==> config.mk <==
export PLATFORM = sky130hd
export DESIGN_NAME = mpp_ctrl
export DESIGN_NICKNAME = d
export VERILOG_FILES = /design/src/rtl/mpp_pkg.sv /design/src/rtl/mpp_ctrl.sv
export SDC_FILE = /design/constraint.sdc
export NUM_CORES = 1
export LEC_CHECK = 0
export BUFFER_PORTS_ARGS = -buffer_cell sky130_fd_sc_hd__clkbuf_2
export CAP_MARGIN = 0
export CORE_AREA = 2 2 86 88
export DETAILED_ROUTE_END_ITERATION = 8
export DIE_AREA = 0 0 88 90
export PLACE_DENSITY = 0.86
export SETUP_SLACK_MARGIN = 0.02
export SLEW_MARGIN = 30
export SYNTH_ARGS = -nofsm -noshare
export SYNTH_HDL_FRONTEND = slang
export SYNTH_SLANG_ARGS = --single-unit
==> constraint.sdc <==
create_clock -name CLK_SYS -period 4.9 [get_ports CLK_SYS]
set_input_delay 0.98 -clock CLK_SYS [delete_from_list [all_inputs] [get_ports CLK_SYS]]
set_output_delay 0.98 -clock CLK_SYS [all_outputs]
set_load 0.1 [all_outputs]
==> src/rtl/mpp_pkg.sv <==
// shared constants for the multiphase power-state pwm control block
// assumes one 20 MHz system clock and comparator inputs from the analog side
package mpp_pkg;
  // ----------------------------------------
  // clock and timing
  // ----------------------------------------
  localparam int CLK_PERIOD_NS = 50;
  localparam int DETECT_TIME_US = 50;
  localparam int DETECT_CYCLES = (DETECT_TIME_US * 1000 + CLK_PERIOD_NS - 1) / CLK_PERIOD_NS;
  localparam int MAX_PHASES = 4;
  // ----------------------------------------
  // power state encodings
  // ----------------------------------------
  localparam logic [1:0] POWER_STATE_FULL = 2'h0;
  localparam logic [1:0] POWER_STATE_LOW_CURRENT = 2'h1;
  localparam logic [1:0] POWER_STATE_SLEEP = 2'h2;
  localparam logic [1:0] POWER_STATE_ULTRA_LOW = 2'h3;
  // ----------------------------------------
  // controller states
  // ----------------------------------------
  typedef enum logic [1:0] {
    MPP_IDLE = 2'b00,
    MPP_DETECT = 2'b01,
    MPP_RUN = 2'b10
  } mpp_state_t;
endpackage

==> src/rtl/mpp_ctrl.sv <==
// multiphase pwm phase selection, interleaving and power-state mode control
// assumes comparator and pin inputs are asynchronous; pulse pins are tri-state
`timescale 1ns/1ns
// What this block does
// - phase pin pulled high marks phase unused
// - phase count latched at enable, fixed
// - pulse pins drive high, low, or release
// - conduction enable high in states 00/01
// - conduction enable low in states 02/03
// - clock sets pulse, ramp comparator clears
// - phase clocks interleaved across period
// - transient fires all phases together in full state, ignored in light-load
// - state 0 fixed-frequency on all phases
// - other states single phase light-load
// - states 1-3 only phase 1 switches
// - voltage change forces full state
// - light-load pulses start at threshold
// - state 1 light-load keeps continuous conduction
// - two-bit state, 11 is ultra-low
// - alarm clearing returns to commanded state
// - current limit forces full-phase pulses
// - phase clock is master over count
// - threshold sets phase 1 pulse high
module mpp_ctrl #(
  parameter int DETECT_COUNT = mpp_pkg::DETECT_CYCLES
) (
  input wire logic CLK_SYS,
  input wire logic RESET,
  input wire logic ENABLE,
  input wire logic MASTER_CLOCK_TICK,
  input wire logic [1:0] POWER_STATE,
  input wire logic VOLTAGE_CHANGE_FAST_CMD,
  input wire logic VOLTAGE_CHANGE_SLOW_CMD,
  input wire logic [3:0] RAMP_REACHED,
  input wire logic TRANSIENT_TRIGGER,
  input wire logic LIGHT_LOAD_THRESHOLD,
  input wire logic OVER_CURRENT_ALARM,
  input wire logic [3:0] PHASE_PIN_IN,
  output logic [3:0] PHASE_DRIVE_OUT,
  output logic [3:0] PHASE_DRIVE_OE,
  output logic CONTINUOUS_CONDUCTION_ENABLE,
  output logic ASYNC_LIGHT_LOAD_MODE,
  output logic [2:0] PHASE_COUNT,
  output logic RUNNING
);

  // detect counter is 16 bits wide
  if (DETECT_COUNT < 1 || DETECT_COUNT > 65535)
    $error("DETECT_COUNT out of range");

  // ----------------------------------------
  // input synchronisers: three flops, second and third agree
  // ----------------------------------------
  localparam int NSYNC = 16;
  logic [NSYNC-1:0] raw_in;
  logic [NSYNC-1:0] sync1;
  logic [NSYNC-1:0] sync2;
  logic [NSYNC-1:0] sync3;
  logic [NSYNC-1:0] filt;

  assign raw_in = {ENABLE, MASTER_CLOCK_TICK, TRANSIENT_TRIGGER, LIGHT_LOAD_THRESHOLD,
                   OVER_CURRENT_ALARM, VOLTAGE_CHANGE_FAST_CMD, VOLTAGE_CHANGE_SLOW_CMD,
                   POWER_STATE, RAMP_REACHED, PHASE_PIN_IN[3:1]};

  always_ff @(posedge CLK_SYS or posedge RESET)
  begin
    if (RESET)
    begin
      sync1 <= '0;
      sync2 <= '0;
      sync3 <= '0;
    end
    else
    begin
      sync1 <= raw_in;
      sync2 <= sync1;
      sync3 <= sync2;
    end
  end

  always_ff @(posedge CLK_SYS or posedge RESET)
  begin
    if (RESET)
      filt <= '0;
    else
      filt <= (sync2 & sync3) | (filt & (sync2 | sync3));
  end

  logic en_s;
  logic tick_s;
  logic trans_s;
  logic thr_s;
  logic oc_s;
  logic vfast_s;
  logic vslow_s;
  logic [1:0] ps_s;
  logic [3:0] ramp_s;
  logic [3:1] pin_s;
  assign {en_s, tick_s, trans_s, thr_s, oc_s, vfast_s, vslow_s, ps_s, ramp_s, pin_s} = filt;

  // ----------------------------------------
  // enable sequencing and phase detection
  // ----------------------------------------
  mpp_pkg::mpp_state_t state;
  logic [15:0] det_cnt;
  logic [3:0] active_set;
  logic [2:0] nphase;

  always_ff @(posedge CLK_SYS or posedge RESET)
  begin
    if (RESET)
    begin
      state <= mpp_pkg::MPP_IDLE;
      det_cnt <= 16'h0000;
    end
    else if (!en_s)
    begin
      state <= mpp_pkg::MPP_IDLE;
      det_cnt <= 16'h0000;
    end
    else
    begin
      unique case (state)
        mpp_pkg::MPP_IDLE:
        begin
          state <= mpp_pkg::MPP_DETECT;
          det_cnt <= 16'h0000;
        end
        mpp_pkg::MPP_DETECT:
        begin
          if (det_cnt == 16'(DETECT_COUNT - 1))
            state <= mpp_pkg::MPP_RUN;
          else
            det_cnt <= det_cnt + 16'h0001;
        end
        mpp_pkg::MPP_RUN:
          state <= mpp_pkg::MPP_RUN;
        default:
          state <= mpp_pkg::MPP_IDLE;
      endcase
    end
  end

  // phases past the first pulled-high pin are also dropped, so the set stays contiguous
  always_ff @(posedge CLK_SYS or posedge RESET)
  begin
    if (RESET)
    begin
      active_set <= 4'h0;
      nphase <= 3'h0;
    end
    else if (!en_s)
    begin
      active_set <= 4'h0;
      nphase <= 3'h0;
    end
    else if (state == mpp_pkg::MPP_DETECT && det_cnt == 16'(DETECT_COUNT - 1))
    begin
      if (pin_s[1])
      begin
        active_set <= 4'h1;
        nphase <= 3'h1;
      end
      else if (pin_s[2])
      begin
        active_set <= 4'h3;
        nphase <= 3'h2;
      end
      else if (pin_s[3])
      begin
        active_set <= 4'h7;
        nphase <= 3'h3;
      end
      else
      begin
        active_set <= 4'hf;
        nphase <= 3'h4;
      end
    end
  end

  wire running = (state == mpp_pkg::MPP_RUN);

  // ----------------------------------------
  // mode selection
  // ----------------------------------------
  // voltage change, current limit force full-phase mode
  // once the alarm clears the commanded state takes over again
  wire force_full = vfast_s | vslow_s | oc_s;
  wire [1:0] eff_ps = force_full ? mpp_pkg::POWER_STATE_FULL : ps_s;
  wire light_load = (eff_ps != mpp_pkg::POWER_STATE_FULL);
  wire [3:0] enabled_set = light_load ? (active_set & 4'h1) : active_set;

  // ----------------------------------------
  // phase clock rotation
  // ----------------------------------------
  logic tick_d;
  logic [1:0] slot;
  always_ff @(posedge CLK_SYS or posedge RESET)
  begin
    if (RESET)
      tick_d <= 1'b0;
    else
      tick_d <= tick_s;
  end
  wire tick_rise = tick_s & ~tick_d;

  // each master tick advances to the next phase: per-phase rate is master over count
  always_ff @(posedge CLK_SYS or posedge RESET)
  begin
    if (RESET)
      slot <= 2'h0;
    else if (!running)
      slot <= 2'h0;
    else if (tick_rise)
    begin
      if ({1'b0, slot} >= nphase - 3'h1)
        slot <= 2'h0;
      else
        slot <= slot + 2'h1;
    end
  end

  logic thr_d;
  always_ff @(posedge CLK_SYS or posedge RESET)
  begin
    if (RESET)
      thr_d <= 1'b0;
    else
      thr_d <= thr_s;
  end
  wire thr_rise = thr_s & ~thr_d;

  // ----------------------------------------
  // pulse set and clear
  // ----------------------------------------
  logic [3:0] pulse;
  logic [3:0] next_pulse;
  always_comb
  begin
    next_pulse = pulse;
    for (int i = 0; i < mpp_pkg::MAX_PHASES; i++)
    begin
      if (!running || !enabled_set[i])
        next_pulse[i] = 1'b0;
      else if (light_load)
      begin
        if (thr_rise)
          next_pulse[i] = 1'b1;
        else if (ramp_s[i])
          next_pulse[i] = 1'b0;
      end
      else if (trans_s)
        next_pulse[i] = ~ramp_s[i];
      else if (tick_rise && slot == 2'(i))
        next_pulse[i] = 1'b1;
      else if (ramp_s[i])
        next_pulse[i] = 1'b0;
    end
  end

  always_ff @(posedge CLK_SYS or posedge RESET)
  begin
    if (RESET)
      pulse <= 4'h0;
    else
      pulse <= next_pulse;
  end

  // ----------------------------------------
  // outputs
  // ----------------------------------------
  // used phases drive while running in full mode, only phase 1 in light-load; others are released to the middle level
  always_ff @(posedge CLK_SYS or posedge RESET)
  begin
    if (RESET)
    begin
      PHASE_DRIVE_OUT <= 4'h0;
      PHASE_DRIVE_OE <= 4'h0;
    end
    else
    begin
      PHASE_DRIVE_OUT <= next_pulse;
      PHASE_DRIVE_OE <= (running && !light_load) ? active_set : (running ? (active_set & 4'h1) : 4'h0);
    end
  end

  always_ff @(posedge CLK_SYS or posedge RESET)
  begin
    if (RESET)
    begin
      CONTINUOUS_CONDUCTION_ENABLE <= 1'b1;
      ASYNC_LIGHT_LOAD_MODE <= 1'b0;
      PHASE_COUNT <= 3'h0;
      RUNNING <= 1'b0;
    end
    else
    begin
      CONTINUOUS_CONDUCTION_ENABLE <= (eff_ps == mpp_pkg::POWER_STATE_FULL) ||
                                      (eff_ps == mpp_pkg::POWER_STATE_LOW_CURRENT);
      ASYNC_LIGHT_LOAD_MODE <= running & light_load;
      PHASE_COUNT <= nphase;
      RUNNING <= running;
    end
  end

endmodule

==> out/summary.md <==
The timing endpoint of the critical path was CONTINUOUS_CONDUCTION_ENABLE. The final layout contains 365 nets. Via count normalized by instance count: 5.39.

In this run the critical register-to-register path is captured at det_cnt[5]. The logs give 0 for the number of buffers inserted for hold repair after clock tree synthesis and 0.00204 uW for the static leakage power. Across the run, the number of max-cap violations was 0. The number of gates resized after CTS was 0. Worst setup path startpoint: CONTINUOUS_CONDUCTION_ENABLE. The number of synthesized register bits came out at 106.

Commonest non-fill, non-tap cell in the layout: dfrtp_1. For the number of buffers between clock root and the deepest sink, the log shows 2. The worst setup path is captured at an output port.

CTS built an H-tree with a depth of 3. After routing, the total negative slack on setup checks comes to 0 ns. The fraction of registers with async set/reset came out at 1.00. Setup violations remaining at the end of the flow were counted as 0.

The repair_antennas step left the layout with diodes totalling 0. The proportion of layout cells with a drive suffix above 1 is 0.168, and the total number of placement rows is 31. The number of hold violations in the final report is 0, and the mean post-synth cell area is 13.1 um2.

VDD sags by at most 204 uV. For this block, the routed nets add up to 6170 um of wire. The cell count after synthesis came out at 302. The headroom to the max-slew limit was 0.363; the worst endpoint data arrival time was 1.34 ns. From synthesis to final layout, the design area changed by 10.5%.

The total stage count of the critical path is 1, and the ratio of final minimum period to clock period is 0.473. The run finished with clean final reports. Total power per unit cell area: 384 nW/um2.

Measured along the x axis, the die boundary spans 88 um. The number of setup buffers added after CTS is 0. The initial antenna violation count was 0; the area of all sequential standard cells was 2650 um2.

Setup repair after global routing left no endpoint under its margin. For the worst setup path, the data required time is 3.92 ns. Pin placement for this block handled 33 I/O pins. The startpoint-to-endpoint class of the critical path was register to output port. Type of origin of the critical path: a register.

After legalization and detailed placement, the total HPWL measured 4080 um. The overall die height was 90 um. The count of pins over their slew limit was 0; the post-route minimum period was 2.32 ns. The netlist uses 42 different library cells. The first routing iteration left 178 violations. The tools report the final worst clock skew as 0.0121 ns. The number of buffer and inverter instances along the worst setup path came out at 1. Detailed routing inserted a total of 2360 vias. Final core area utilization: 0.621. In the layout the commonest cells are 105 x dfrtp_1, 31 x clkbuf_2, 24 x nand2_1. For the total global-route track usage, the log shows 0.176. The count of unresolved DRC violations after routing came out at 0. The number of global-route vias before repair is 2362, and the reg-to-reg setup timing slack is 2.95 ns.

TritonCTS built the clock tree. The tools report the final antenna-violating net count as 0. Clock slew at the register clock pins of the worst setup and hold paths: 0.10 ns. The worst min-delay path category is register to register. The logs give 0.672 for the sequential fraction of the synthesis area and 431 MHz for the timing-limited maximum frequency. Dividing the detail-routed wire length by the instance count gives 14.1 um. For this run the aggregate overflow at the end of global routing stands at 0. The signal on the critical path passes through clkbuf_2. The gate family responsible for the most delay along the worst path is flip-flops. The multi-input logic area came out at 1190 um2. Path depth of the worst reg2reg path: 3. Clock sink total: 106. The slew of the pin with the lowest slew margin works out to 0.954 ns. For this run, the slowest stage of the critical path takes 0.53 ns. Area enclosed by the die boundary: 7920 um2. After floorplanning, the core was sized to cover 7020 um2. Yosys printed 0 warnings.

The first detailed-routing pass ran for 4 iterations. The mapped netlist covers 3950 um2. The startpoint identified for the worst register-to-register timing path is filt[15]. The number of enable-type register cells in the synthesized netlist was 0; the initial cell density of the core was 0.562.

After filler insertion, the fill cell instance count of the layout stands at 525. Number of buffer cells added on primary ports: 31. Most frequently used flop master after synthesis: dfrtp_1. The clock reaches the later pin of the worst-skew pair after 0.37 ns. The global placer's final weighted congestion came out at 0.822. For this design, the slowest cell found on the critical path is dfstp_2. Entering global routing, the biggest net connects 75 pins. The root buffer cell chosen for the clock tree is clkbuf_8.

TritonCTS created 9 clock buffers. The wire length of the first global-routing pass is 10800 um. The number of nets in the synthesized netlist is 333. The highest fanout seen on the critical path is 1.
-- flip-flops by register name, summed over array words and instances, names as in the netlist, 4 cells and up --
signal and cells:
PHASE_DRIVE_OE 4, PHASE_DRIVE_OUT 4, active_set 4, det_cnt 16, filt 16, sync1 16, sync2 16, sync3 16
-- metal layers --
metal,global-route usage,wire length [um],vias up
met3,0.0404,246,9
met1,0.246,2800,1181
met2,0.255,2990,56
met4,0.0974,126,0
li1,-,-,1114
met5,0,0,-
-- worst min path at each step --
stage	startpoint	endpoint	slack, ns	cells after the start
final	sync1[2]	sync2[2]	0.36	0
after global routing	sync1[2]	sync2[2]	0.36	0
after CTS	sync1[2]	sync2[2]	0.36	0
after detailed placement	sync1[13]	sync2[13]	0.33	0
after global placement	sync1[10]	sync2[10]	0.33	0
after floorplan	sync1[0]	sync2[0]	0.33	0
-- synth_stat cells, drive strengths merged, types with 8 or more instances --
master	count	area, um2
and3	8	50.1
a31oi	10	62.6
dfrtp	105	2630
nor2	11	41.3
nand2	25	96.4
maj3	16	160
ha	12	150
inv	12	45.0
o21ai	12	60.1
a21oi	11	55.1
mux2i	8	80.1
-- area by class of cell --
class / count / share of cell area
Inverter: 12 / 0.0115
Clock inverter: 6 / 0.0132
Tap cell: 99 / 0.0284
Timing Repair Buffer: 32 / 0.0373
Multi-Input combinational cell: 173 / 0.272
Clock buffer: 10 / 0.0293
Sequential cell: 106 / 0.608
-- cell families after synthesis --
family,share of synthesized area
fa+ha+maj,0.0786
buf+inv,0.0269
mux,0.0203
xor+xnor,0.00222
simple gates,0.124
compound gates,0.0754
flops,0.672
-- report_power, final --
| part | internal [uW] | total (uW) | switching (uW) |
|---|---|---|---|
| clock network | 198 | 506 | 308 |
| logic | 72.9 | 213 | 141 |
| registers | 923 | 958 | 34.8 |
| total | 1190 | 1680 | 483 |
-- metrics by stage --
stage / hold WS (ns) / setup slack [ns] / instances / instance area [um2] / total power, uW
2_1_floorplan: 0.331 / 1.13 / 302 / 3950 / 1140
3_3_place_gp: 0.332 / 2.74 / 422 / 4180 / 1180
3_5_place_dp: 0.335 / 2.70 / 422 / 4180 / 1190
4_1_cts: 0.357 / 2.57 / 438 / 4360 / 1690
5_1_grt: 0.363 / 2.54 / 438 / 4360 / 1760
6_report: 0.356 / 2.58 / 438 / 4360 / 1680
Power figures use the tool's default switching activity.
